--- src/core/etsr_params.svh ---
// Offsets, field positions, reset values and timing of the sample readout
`ifndef ETSR_PARAMS_SVH
`define ETSR_PARAMS_SVH

// Register byte addresses
`define ETSR_OFF_THIRD_NS 32'h0000056c
`define ETSR_OFF_THIRD_SECS 32'h00000570
`define ETSR_OFF_THIRD_PHASE 32'h00000574
`define ETSR_OFF_FOURTH_NS 32'h00000578
`define ETSR_OFF_FOURTH_SECS 32'h0000057c
`define ETSR_OFF_FOURTH_PHASE 32'h00000580

// Field positions
`define ETSR_POL_BIT 30
`define ETSR_NS_MSB 29
`define ETSR_CODE_MSB 2

// Reset values
`define ETSR_RST_WORD 32'h00000000
`define ETSR_RST_CODE 3'h0

// Phase slot timing
`define ETSR_SLOT_NS 8
`define ETSR_PERIOD_NS 40
`define ETSR_SLOT_COUNT ((`ETSR_PERIOD_NS) / (`ETSR_SLOT_NS))

`endif

--- src/core/etsr_pkg.sv ---
// Types of the event timestamp sample readout
package etsr_pkg;

  typedef struct packed {
    logic pol;
    logic [29:0] nanos;
    logic [31:0] secs;
    logic [2:0] code;
  } etsr_sample_s;

  typedef struct packed {
    logic valid;
    logic unit;
    logic fourth;
    logic rising;
    logic [29:0] nanos;
    logic [31:0] secs;
    logic [2:0] phase_slot;
  } etsr_cap_s;

  typedef struct packed {
    logic psel;
    logic penable;
    logic pwrite;
    logic [31:0] paddr;
    logic [31:0] pwdata;
  } etsr_apb_req_s;

  typedef struct packed {
    logic pready;
    logic pslverr;
    logic [31:0] prdata;
  } etsr_apb_rsp_s;

  typedef struct packed {
    etsr_sample_s [1:0][1:0] mem;
    etsr_apb_rsp_s rsp;
  } etsr_state_s;

endpackage : etsr_pkg

--- src/core/etsr_readout.sv ---
// Third and fourth capture sample result registers behind an APB slave
//
// The APB interface to the registers was left to the implementer.
`timescale 1ns/10ps
`include "etsr_params.svh"

module etsr_readout (
  input wire logic clk_in,
  input wire logic rst_in,
  input wire logic unit_index_in,
  input wire etsr_pkg::etsr_cap_s cap_in,
  input wire etsr_pkg::etsr_apb_req_s apb_in,
  output etsr_pkg::etsr_apb_rsp_s apb_out
);
  import etsr_pkg::*;

  // ----------------------------------------------------------------
  // Decoding helpers
  // ----------------------------------------------------------------
  // Returns {hit, fourth, field}; field 0 nanos, 1 secs, 2 phase
  function automatic logic [3:0] reg_sel(input logic [31:0] addr);
    logic [3:0] sel;
    sel = 4'h0;
    unique case (addr)
      `ETSR_OFF_THIRD_NS: sel = 4'h8;
      `ETSR_OFF_THIRD_SECS: sel = 4'h9;
      `ETSR_OFF_THIRD_PHASE: sel = 4'ha;
      `ETSR_OFF_FOURTH_NS: sel = 4'hc;
      `ETSR_OFF_FOURTH_SECS: sel = 4'hd;
      `ETSR_OFF_FOURTH_PHASE: sel = 4'he;
      default: sel = 4'h0;
    endcase
    return sel;
  endfunction : reg_sel

  function automatic logic [2:0] slot_code(input logic [2:0] slot);
    logic [2:0] code;
    code = `ETSR_RST_CODE;
    unique case (slot)
      3'h0: code = 3'h0;
      3'h1: code = 3'h1;
      3'h2: code = 3'h2;
      3'h3: code = 3'h3;
      3'h4: code = 3'h4;
      default: code = `ETSR_RST_CODE;
    endcase
    return code;
  endfunction : slot_code

  function automatic logic [31:0] read_word(input etsr_sample_s s, input logic [1:0] field);
    logic [31:0] word;
    word = `ETSR_RST_WORD;
    unique case (field)
      2'h0: begin
        word[`ETSR_NS_MSB:0] = s.nanos;
        word[`ETSR_POL_BIT] = s.pol;
      end
      2'h1: word = s.secs;
      2'h2: word[`ETSR_CODE_MSB:0] = s.code;
      default: word = `ETSR_RST_WORD;
    endcase
    return word;
  endfunction : read_word

  // ----------------------------------------------------------------
  // State
  // ----------------------------------------------------------------
  etsr_state_s st;
  etsr_state_s next_st;
  logic [3:0] sel;
  logic setup;
  logic cap_ok;

  assign sel = reg_sel(apb_in.paddr);
  assign setup = apb_in.psel && !apb_in.penable;
  assign cap_ok = cap_in.valid && (cap_in.phase_slot < 3'(`ETSR_SLOT_COUNT));
  assign apb_out = st.rsp;

  // ----------------------------------------------------------------
  // Next state
  // ----------------------------------------------------------------
  always_comb begin
    next_st = st;
    next_st.rsp.pready = 1'b0;
    next_st.rsp.pslverr = 1'b0;
    // Captures with a slot outside the period are dropped
    if (cap_ok) begin
      next_st.mem[cap_in.unit][cap_in.fourth].pol = cap_in.rising;
      next_st.mem[cap_in.unit][cap_in.fourth].nanos = cap_in.nanos;
      next_st.mem[cap_in.unit][cap_in.fourth].secs = cap_in.secs;
      next_st.mem[cap_in.unit][cap_in.fourth].code = slot_code(cap_in.phase_slot);
    end
    // Answer in the first access cycle; writes store nothing
    if (setup) begin
      next_st.rsp.pready = 1'b1;
      next_st.rsp.prdata = `ETSR_RST_WORD;
      if (!sel[3]) begin
        next_st.rsp.pslverr = 1'b1;
      end else if (!apb_in.pwrite) begin
        next_st.rsp.prdata = read_word(st.mem[unit_index_in][sel[2]], sel[1:0]);
      end
    end
  end

  always_ff @(posedge clk_in) begin
    if (rst_in) begin
      st <= '0;
    end else begin
      st <= next_st;
    end
  end

  // ----------------------------------------------------------------
  // Assertions
  // ----------------------------------------------------------------
  logic rd_setup;
  assign rd_setup = setup && !apb_in.pwrite;

  property p_unit_view;
    @(posedge clk_in) disable iff (rst_in)
    (rd_setup && sel == 4'h9) |=> apb_out.prdata == $past(st.mem[unit_index_in][0].secs);
  endproperty
  a_unit_view: assert property (p_unit_view) else $error("seconds not from selected unit");

  property p_third_pol;
    @(posedge clk_in) disable iff (rst_in)
    (rd_setup && sel == 4'h8) |=> apb_out.prdata[30] == $past(st.mem[unit_index_in][0].pol);
  endproperty
  a_third_pol: assert property (p_third_pol) else $error("third polarity bit wrong");

  property p_rising;
    @(posedge clk_in) disable iff (rst_in)
    (cap_ok && !cap_in.unit && !cap_in.fourth) |=> st.mem[0][0].pol == $past(cap_in.rising);
  endproperty
  a_rising: assert property (p_rising) else $error("polarity encoding wrong");

  property p_third_ns;
    @(posedge clk_in) disable iff (rst_in)
    (rd_setup && sel == 4'h8) |=> !apb_out.prdata[31] && apb_out.pready
      && apb_out.prdata[29:0] == $past(st.mem[unit_index_in][0].nanos);
  endproperty
  a_third_ns: assert property (p_third_ns) else $error("third nanoseconds wrong");

  property p_third_secs;
    @(posedge clk_in) disable iff (rst_in)
    (cap_ok && cap_in.unit && !cap_in.fourth) |=> st.mem[1][0].secs == $past(cap_in.secs);
  endproperty
  a_third_secs: assert property (p_third_secs) else $error("third seconds not captured");

  property p_third_phase;
    @(posedge clk_in) disable iff (rst_in)
    (rd_setup && sel == 4'ha) |=> apb_out.prdata[31:3] == 29'h0 && !apb_out.pslverr;
  endproperty
  a_third_phase: assert property (p_third_phase) else $error("phase reserved bits set");

  property p_code_low;
    @(posedge clk_in) disable iff (rst_in)
    (cap_ok && !cap_in.unit && !cap_in.fourth && cap_in.phase_slot == 3'h1)
      |=> st.mem[0][0].code == 3'h1;
  endproperty
  a_code_low: assert property (p_code_low) else $error("second slot code wrong");

  property p_code_high;
    @(posedge clk_in) disable iff (rst_in)
    (cap_ok && cap_in.fourth && cap_in.phase_slot == 3'h4) |=> st.mem[$past(cap_in.unit)][1].code == 3'h4;
  endproperty
  a_code_high: assert property (p_code_high) else $error("fifth slot code wrong");

  property p_code_legal;
    @(posedge clk_in) disable iff (rst_in)
    cap_in.valid && cap_in.phase_slot > 3'h4 |=> $stable(st.mem);
  endproperty
  a_code_legal: assert property (p_code_legal) else $error("reserved code stored");

  property p_fourth_pol;
    @(posedge clk_in) disable iff (rst_in)
    (rd_setup && sel == 4'hc) |=> apb_out.prdata[30] == $past(st.mem[unit_index_in][1].pol);
  endproperty
  a_fourth_pol: assert property (p_fourth_pol) else $error("fourth polarity bit wrong");

  property p_fourth_ns;
    @(posedge clk_in) disable iff (rst_in)
    (rd_setup && sel == 4'hc) |=> !apb_out.prdata[31]
      && apb_out.prdata[29:0] == $past(st.mem[unit_index_in][1].nanos);
  endproperty
  a_fourth_ns: assert property (p_fourth_ns) else $error("fourth nanoseconds wrong");

  property p_fourth_secs;
    @(posedge clk_in) disable iff (rst_in)
    (rd_setup && sel == 4'hd) |=> apb_out.prdata == $past(st.mem[unit_index_in][1].secs);
  endproperty
  a_fourth_secs: assert property (p_fourth_secs) else $error("fourth seconds wrong");

  property p_fourth_phase;
    @(posedge clk_in) disable iff (rst_in)
    (rd_setup && sel == 4'he) |=> apb_out.prdata == {29'h0, $past(st.mem[unit_index_in][1].code)};
  endproperty
  a_fourth_phase: assert property (p_fourth_phase) else $error("fourth phase word wrong");

  property p_code_mid;
    @(posedge clk_in) disable iff (rst_in)
    (cap_ok && cap_in.unit && !cap_in.fourth && cap_in.phase_slot == 3'h2)
      |=> st.mem[1][0].code == 3'h2;
  endproperty
  a_code_mid: assert property (p_code_mid) else $error("third slot code not 010");

  property p_write_inert;
    @(posedge clk_in) disable iff (rst_in)
    (setup && apb_in.pwrite && !cap_in.valid) |=> $stable(st.mem) && apb_out.prdata == 32'h0;
  endproperty
  a_write_inert: assert property (p_write_inert) else $error("write changed a sample");

  // ----------------------------------------------------------------
  // Bus response assertions
  // ----------------------------------------------------------------
  property p_ready_after_setup;
    @(posedge clk_in) disable iff (rst_in)
    setup |=> apb_out.pready;
  endproperty
  a_ready_after_setup: assert property (p_ready_after_setup) else $error("no ready after setup");

  property p_ready_single;
    @(posedge clk_in) disable iff (rst_in)
    apb_out.pready |=> !apb_out.pready;
  endproperty
  a_ready_single: assert property (p_ready_single) else $error("ready longer than one cycle");

  property p_ready_cause;
    @(posedge clk_in) disable iff (rst_in)
    apb_out.pready |-> $past(setup);
  endproperty
  a_ready_cause: assert property (p_ready_cause) else $error("ready without a setup");

  property p_err_with_ready;
    @(posedge clk_in) disable iff (rst_in)
    apb_out.pslverr |-> apb_out.pready;
  endproperty
  a_err_with_ready: assert property (p_err_with_ready) else $error("error without ready");

  property p_unmapped;
    @(posedge clk_in) disable iff (rst_in)
    (setup && !sel[3]) |=> apb_out.pslverr && apb_out.prdata == 32'h0;
  endproperty
  a_unmapped: assert property (p_unmapped) else $error("unmapped access not refused");

  property p_mapped_ok;
    @(posedge clk_in) disable iff (rst_in)
    (setup && sel[3]) |=> !apb_out.pslverr;
  endproperty
  a_mapped_ok: assert property (p_mapped_ok) else $error("mapped access flagged as error");

  property p_data_hold;
    @(posedge clk_in) disable iff (rst_in)
    !setup |=> $stable(apb_out.prdata);
  endproperty
  a_data_hold: assert property (p_data_hold) else $error("read data changed outside setup");

  property p_reset_clear;
    @(posedge clk_in)
    rst_in |=> st.mem == '0 && apb_out == '0;
  endproperty
  a_reset_clear: assert property (p_reset_clear) else $error("state not zero after reset");

  // ----------------------------------------------------------------
  // Readback assertions
  // ----------------------------------------------------------------
  property p_third_code_read;
    @(posedge clk_in) disable iff (rst_in)
    (rd_setup && sel == 4'ha) |=> apb_out.prdata[2:0] == $past(st.mem[unit_index_in][0].code);
  endproperty
  a_third_code_read: assert property (p_third_code_read) else $error("third slot code read wrong");

  property p_view_unit0;
    @(posedge clk_in) disable iff (rst_in)
    (rd_setup && sel == 4'h9 && !unit_index_in) |=> apb_out.prdata == $past(st.mem[0][0].secs);
  endproperty
  a_view_unit0: assert property (p_view_unit0) else $error("unit zero view wrong");

  property p_view_unit1;
    @(posedge clk_in) disable iff (rst_in)
    (rd_setup && sel == 4'hd && unit_index_in) |=> apb_out.prdata == $past(st.mem[1][1].secs);
  endproperty
  a_view_unit1: assert property (p_view_unit1) else $error("unit one view wrong");

  property p_pol_read_unit1;
    @(posedge clk_in) disable iff (rst_in)
    (rd_setup && sel == 4'h8 && unit_index_in) |=> apb_out.prdata[30] == $past(st.mem[1][0].pol);
  endproperty
  a_pol_read_unit1: assert property (p_pol_read_unit1) else $error("unit one polarity read wrong");

  // ----------------------------------------------------------------
  // Capture coding assertions
  // ----------------------------------------------------------------
  property p_code_first;
    @(posedge clk_in) disable iff (rst_in)
    (cap_ok && cap_in.phase_slot == 3'h0) |=> st.mem[$past(cap_in.unit)][$past(cap_in.fourth)].code == 3'h0;
  endproperty
  a_code_first: assert property (p_code_first) else $error("first slot code wrong");

  property p_code_fourth_slot;
    @(posedge clk_in) disable iff (rst_in)
    (cap_ok && cap_in.phase_slot == 3'h3) |=> st.mem[$past(cap_in.unit)][$past(cap_in.fourth)].code == 3'h3;
  endproperty
  a_code_fourth_slot: assert property (p_code_fourth_slot) else $error("fourth slot code wrong");

  property p_fourth_pol_store;
    @(posedge clk_in) disable iff (rst_in)
    (cap_ok && cap_in.fourth) |=> st.mem[$past(cap_in.unit)][1].pol == $past(cap_in.rising);
  endproperty
  a_fourth_pol_store: assert property (p_fourth_pol_store) else $error("fourth polarity not stored");

  property p_code_mid_fourth;
    @(posedge clk_in) disable iff (rst_in)
    (cap_ok && cap_in.fourth && cap_in.phase_slot == 3'h2) |=> st.mem[$past(cap_in.unit)][1].code == 3'h2;
  endproperty
  a_code_mid_fourth: assert property (p_code_mid_fourth) else $error("fourth sample 16ns code wrong");

  // ----------------------------------------------------------------
  // Per slot bookkeeping assertions
  // ----------------------------------------------------------------
  for (genvar gu = 0; gu < 2; gu++) begin : g_unit
    for (genvar gf = 0; gf < 2; gf++) begin : g_slot
      property p_slot_store;
        @(posedge clk_in) disable iff (rst_in)
        (cap_ok && cap_in.unit == 1'(gu) && cap_in.fourth == 1'(gf))
          |=> st.mem[gu][gf].pol == $past(cap_in.rising) && st.mem[gu][gf].nanos == $past(cap_in.nanos)
          && st.mem[gu][gf].secs == $past(cap_in.secs);
      endproperty
      a_slot_store: assert property (p_slot_store) else $error("capture not stored in its slot");

      property p_slot_keep;
        @(posedge clk_in) disable iff (rst_in)
        !(cap_ok && cap_in.unit == 1'(gu) && cap_in.fourth == 1'(gf)) |=> $stable(st.mem[gu][gf]);
      endproperty
      a_slot_keep: assert property (p_slot_keep) else $error("slot changed without its capture");
    end
  end

endmodule : etsr_readout

--- config.mk ---
export PLATFORM = sky130hd
export DESIGN_NAME = etsr_readout
export DESIGN_NICKNAME = d
export VERILOG_FILES = /design/src/core/etsr_pkg.sv /design/src/core/etsr_readout.sv
export VERILOG_INCLUDE_DIRS = /design/src /design/src/core
export SDC_FILE = /design/constraint.sdc
export NUM_CORES = 1
export LEC_CHECK = 0
export BUFFER_PORTS_ARGS = -buffer_cell sky130_fd_sc_hd__buf_4
export CAP_MARGIN = 20
export CORE_MARGIN = 5
export CORE_UTILIZATION = 62
export CTS_CLUSTER_SIZE = 8
export DETAILED_ROUTE_END_ITERATION = 8
export PLACE_DENSITY = 0.87
export SETUP_SLACK_MARGIN = 0.4
export SLEW_MARGIN = 20
export SYNTH_ARGS = -nofsm -noshare
export SYNTH_HDL_FRONTEND = slang
export SYNTH_SLANG_ARGS = --single-unit
--- constraint.sdc ---
create_clock -name clk_in -period 5.6 [get_ports clk_in]
set_input_delay 1.12 -clock clk_in [delete_from_list [all_inputs] [get_ports clk_in]]
set_output_delay 1.12 -clock clk_in [all_outputs]
set_load 0.01 [all_outputs]
Word level (Yosys, flattened, before mapping)

Index checks and enable logic that the tools add are counted.

Reductions and logical operators: 7
Muxes and demuxes: 34
Eq/ne operators: 12
Order comparisons: 7
Bitwise gates (word level): 1

Operators by type and width:

| operator                                                    | count |
|---|---|
| bitwise mux 264 bit                                         | 4 |
| 2-to-1 mux 132 bit                                          | 6 |
| demux 132 bit (select 1 bit)                                | 4 |
| demux 66 bit (select 1 bit)                                 | 4 |
| 2-to-1 mux 66 bit                                           | 3 |
| == test 32 x 11 -> 1 bit (second input constant)            | 6 |
| 2-to-1 mux 65 bit                                           | 1 |
| 2-to-1 mux 32 bit                                           | 2 |
| case mux 28 bit (2 select lines)                            | 1 |
| 2-to-1 mux 35 bit                                           | 1 |
| 2-to-1 mux 34 bit                                           | 1 |
| case mux 4 bit (6 select lines)                             | 1 |
| case mux 3 bit (4 select lines)                             | 1 |
| case mux 3 bit (3 select lines)                             | 1 |
| less-than comparator 1 x 2 -> 1 bit (second input constant) | 4 |
| == test 3 x 2 -> 1 bit (second input constant)              | 2 |
| 2-to-1 mux 3 bit                                            | 2 |
| logical AND 1 bit                                           | 4 |
| == test 3 x 1 -> 1 bit (second input constant)              | 1 |
| == test 3 bit (second input constant)                       | 1 |
| less-than comparator 3 bit (second input constant)          | 1 |
| == test 2 x 1 -> 1 bit (second input constant)              | 1 |
| == test 2 bit (second input constant)                       | 1 |
| >= comparator 1 bit (second input constant)                 | 2 |
| other kinds (5)                                             | 6 |

Bits of input ports: 139
Register bits after elaboration: 298
Word-level logic and storage cells: 80
Output and inout bits: 34

Longest topological paths before layout

Depth in word-level cells: 10
Mapped depth: 8
Depth with buffers taken out: 6

Least setup slack after synthesis

Ideal clock, no wire load.

Path kind: input to register
Start: input port unit_index_in
End: register st (netlist bit apb_out[20])
Arrival: 2.774 ns
Cell stages on the path: 5
Setup time: 0.116 ns
Path slack: 2.710 ns
Data required time: 5.484 ns
Path through: buf_2 > dlygate4sd1_1 > mux4_1 > a22oi_2 > nand2_1

Longest elaborated chain between the ends: 7

RTL lines:

| item                                                   | RTL line            | source |
|---|---|---|
| start: declaration                                     | etsr_readout.sv:10  | `input wire logic unit_index_in,` |
| 2-to-1 mux 132 bit (not written as such) (2 in series) | etsr_readout.sv:100 | `next_st.rsp.prdata = read_word(st.mem[unit_index_in][sel[2]], sel[1:0]);` |
| 2-to-1 mux 66 bit (not written as such) (2 in series)  | etsr_readout.sv:100 |  |
| case mux 28 bit (2 select lines)                       | etsr_readout.sv:53  | `unique case (field)` |
| 2-to-1 mux 32 bit                                      | etsr_readout.sv:99  | `end else if (!apb_in.pwrite) begin` |
| 2-to-1 mux 32 bit                                      | etsr_readout.sv:97  | `if (!sel[3]) begin` |
| end signal: assignment                                 | etsr_readout.sv:109 | `st <= next_st;` |
| end: declaration                                       | etsr_readout.sv:68  | `etsr_state_s st;` |

Every way passes these cells. The select of a mux whose other input is x is not followed.
A chain may end at the register's enable or synchronous reset.

Worst setup path after layout

Start: input port apb_in[53] (netlist bit)
End: register st (netlist bit apb_out[20])

Longest elaborated chain between the ends: 7
Elaborated cells on any way between the ends: 14

RTL lines:

| item                                                  | RTL line            | source |
|---|---|---|
| start: declaration                                    | etsr_readout.sv:12  | `input wire etsr_pkg::etsr_apb_req_s apb_in,` |
| == test 32 x 11 -> 1 bit                              | etsr_readout.sv:24  | `unique case (addr)` |
| case mux 4 bit (6 select lines) *                     | etsr_readout.sv:24  |  |
| 2-to-1 mux 66 bit (not written as such) (2 in series) | etsr_readout.sv:100 |  |
| case mux 28 bit (2 select lines)                      | etsr_readout.sv:53  |  |
| 2-to-1 mux 32 bit                                     | etsr_readout.sv:99  |  |
| 2-to-1 mux 32 bit *                                   | etsr_readout.sv:97  |  |

Every way passes the cells marked *; elsewhere a longest branch is shown, timed or not. The select of a mux whose other input is x is not followed.

==> run_results.csv <==
group,metric,value,unit
status,outcome,"complete, no violations",
setup_path,r2r-end,"apb_out[11]$_SDFFE_PP0P_",
worst_hold_path,worstHoldStart,"apb_out[21]$_SDFFE_PP0P_",
global_route,grt_max_degree,111,
sta,slew_headroom,26.1,%
route,drtPass1Iterations,6,
global_route,grt_overflow,0,
clock_network,cts_tree,"built",
placed_design,port_buffers,140,
placed_design,place_congestion,0.821,
sta,setup_viol,0,
sta,hold_viol_final,0,
sta,rsz0062_at_grt,"false",
clock_network,hold_buffers,0,
worst_hold_path,min_path_cells,2,
setup_path,worst-r2r-setup-slack,4.28,ns
layout,final_nets,1649,
route,dr.max_layer_used,"met5",
placed_design,pre_cts_ws,1.76,ns
worst_hold_path,hp-class,"reg2reg",
yosys,synthesis.instances,1449,
route,route.detailed.drc,0,
setup_path,crit_path_start_kind,"input pin",
placed_design,place.detailed.hpwl,19.1,mm
setup_path,cp-startpoint,"apb_in[53]",
route,wl_met1,12.9,mm
route,wl_met2,16.4,mm
floorplan,core-area,20100,sq um
power,vdd_drop_max,0.259,mV
setup_path,cp_common_cell,"buf_4",
global_route,grt_pass1_wl,53.6,mm
floorplan,start_util,62.4,%
sta,tightest_slew,1.11,ns
yosys,synth_top_flop_cell,"dfxtp_1",
route,drtIter0Drc,1363,
yosys,ys_types,47,
setup_path,cp_max_fo,15,
route,vias,10759,
yosys,synth_edf_count,0,
setup_path,cp_cell_sequence,"buf_4 -> nor4_1 -> nand4_1 -> nor4_4 -> nor3b_4 -> buf_4 -> a22oi_2 -> nand2_1",
route,vias_per_cell,6.04,
setup_path,cp.arrival,3.82,ns
layout,final_common_cell,"nand2_1",
setup_path,cp.required,6.05,ns
yosys,async_reset_ff_share,0,%
sta,finClkSkew,0.0119,ns
setup_path,worst-setup-path-type,"in2reg",
power,power,0.00475,W
global_route,grt_pass1_vias,10773,
setup_path,rr_worst_depth,3,
floorplan,die_height,152,um
setup_path,crit_family,"simple AND/OR/NAND/NOR gates",
setup_path,path_buf_inv,2,
sta,holdWs,0.434,ns
yosys,synth_fp_nets,1588,
route,wl_per_cell,18.8,um
layout,area_delta_synth_final,16.0,%
sta,fin_tns_setup,0,ns
clock_network,clkLatencyLatePin,0.52,ns
yosys,yosysWarnings,0,
yosys,avgSynthCellArea,8.65,sq um
clock_network,cts_buffers,43,
worst_hold_path,hold_end,"apb_out[21]$_SDFFE_PP0P_",
power,power_density,326,nW/um^2
clock_network,clockBufferDepth,3,
clock_network,clkSinkCount,298,
yosys,syn_area,12500,sq um
power,p_leak,5.29,nW
setup_path,reg2reg_from,"st[146]$_SDFFE_PP0P_",
sta,slew_viol_final,0,
clock_network,post-cts-setup-buffers,0,
global_route,track_usage,27.9,%
sta,worst_slack,2.24,ns
setup_path,max_stage_delay,0.92,ns
sta,period_needed,3.36,ns
clock_network,path_clk_slew,0.05,ns
route,wl_met3,3.27,mm
run,maxCapViolations,0,
global_route,antenna_found_initial,3,
setup_path,slowest_stage,"nor3b_4",
floorplan,die_w,152,um
sta,fmax,0.297,GHz
floorplan,num_io_pins,173,
floorplan,row_count,52,
clock_network,cts-resized-gates,0,
yosys,yosysSeqAreaShare,47.6,%
layout,drive_above_1_share,20.2,%
clock_network,cts_htree_levels,2,
setup_path,critPathCaptureType,"flip-flop",
floorplan,die_area,23200,sq um
route,antenna_left,0,
layout,final_cell_mix,"nand2_1 (568), dfxtp_1 (298), a21oi_1 (265)",
sta,period_share,60.0,%
clock_network,root_buffer,"clkbuf_16",
yosys,ys_seq_elements,298,
route,routed_wl,33.6,mm
[stage by stage]
step	std cells	util (%)	cell area, sq um
CTS	1780	72.3	14500
finish	1782	72.4	14500
detailed placement	1734	66.7	13400
global placement	1733	66.6	13400
global route	1782	72.4	14500
floorplan	1449	-	12500
[synth_stat cells (5+ instances only)]
cell type  number  area share [%]
a21oi_1       265              11
a22oi_1        11            0.66
a22oi_2        20             2.0
buf_1           6            0.18
buf_2           8            0.32
buf_4          37             2.2
clkbuf_1       87             2.6
dfxtp_1       298              48
mux4_2         56              10
mux4_4          9             1.8
nand2_1       568              17
nand2b_1        5            0.25
nor2_1         28            0.84
nor4_1          6            0.30
[where the power goes]
part / internal (W) / switching, W / leakage (nW)
Clock: 0.00140 / 0.000843 / 0.559
Combinational: 0.000124 / 0.000183 / 2.32
Sequential: 0.00217 / 0.0000241 / 2.41
Total: 0.00370 / 0.00105 / 5.29
[area by class of cell]
cell class	count	area, sq um
flip-flops and latches	298	5970
multi-input cells	1007	5880
fillers	1405	5560
repair buffers	160	1230
clock buffers	45	1130
well taps	270	338
clock inverters	1	8.76
diodes	1	2.50
[worst reg2reg max path, delay by kind of cell, from the launching register on]
| family | cells | cell delay [ns] |
|---|---|---|
| flip-flops | 1 | 0.31 |
| AO/OA/AOI/OAI | 1 | 0.23 |
| multiplexers | 1 | 0.60 |
| AND/OR/NAND/NOR | 1 | 0.07 |
[registers in the layout, summed over array words and instances, names as in the netlist]
signal	cells
apb_out	34
st	264
[worst max-delay path by stage]
stage / cells past startpoint / to / slack, ns
detailed placement: 8 / apb_out[15]$_SDFFE_PP0P_ / 1.76
global placement: 8 / apb_out[15]$_SDFFE_PP0P_ / 1.78
floorplan: 5 / apb_out[20]$_SDFFE_PP0P_ / 2.71
global route: 8 / apb_out[15]$_SDFFE_PP0P_ / 2.01
CTS: 8 / apb_out[15]$_SDFFE_PP0P_ / 2.26
finish: 8 / apb_out[20]$_SDFFE_PP0P_ / 2.24
[layer usage]
layer | global-route usage (%) | vias to the layer above
met1 | 34.5 | 5124
li1 | - | 4959
met5 | 0 | -
met2 | 47.0 | 579
met3 | 6.05 | 93
met4 | 12.3 | 4
[kinds of logic after synthesis]
logic type / after synthesis / share of synthesized area (%)
AO/OA/AOI/OAI: 309 / 14.2
buffers and inverters: 144 / 5.89
flip-flops: 298 / 47.6
multiplexers: 66 / 12.1
AND/OR/NAND/NOR: 632 / 20.3
(Power assumes the default switching activity.)
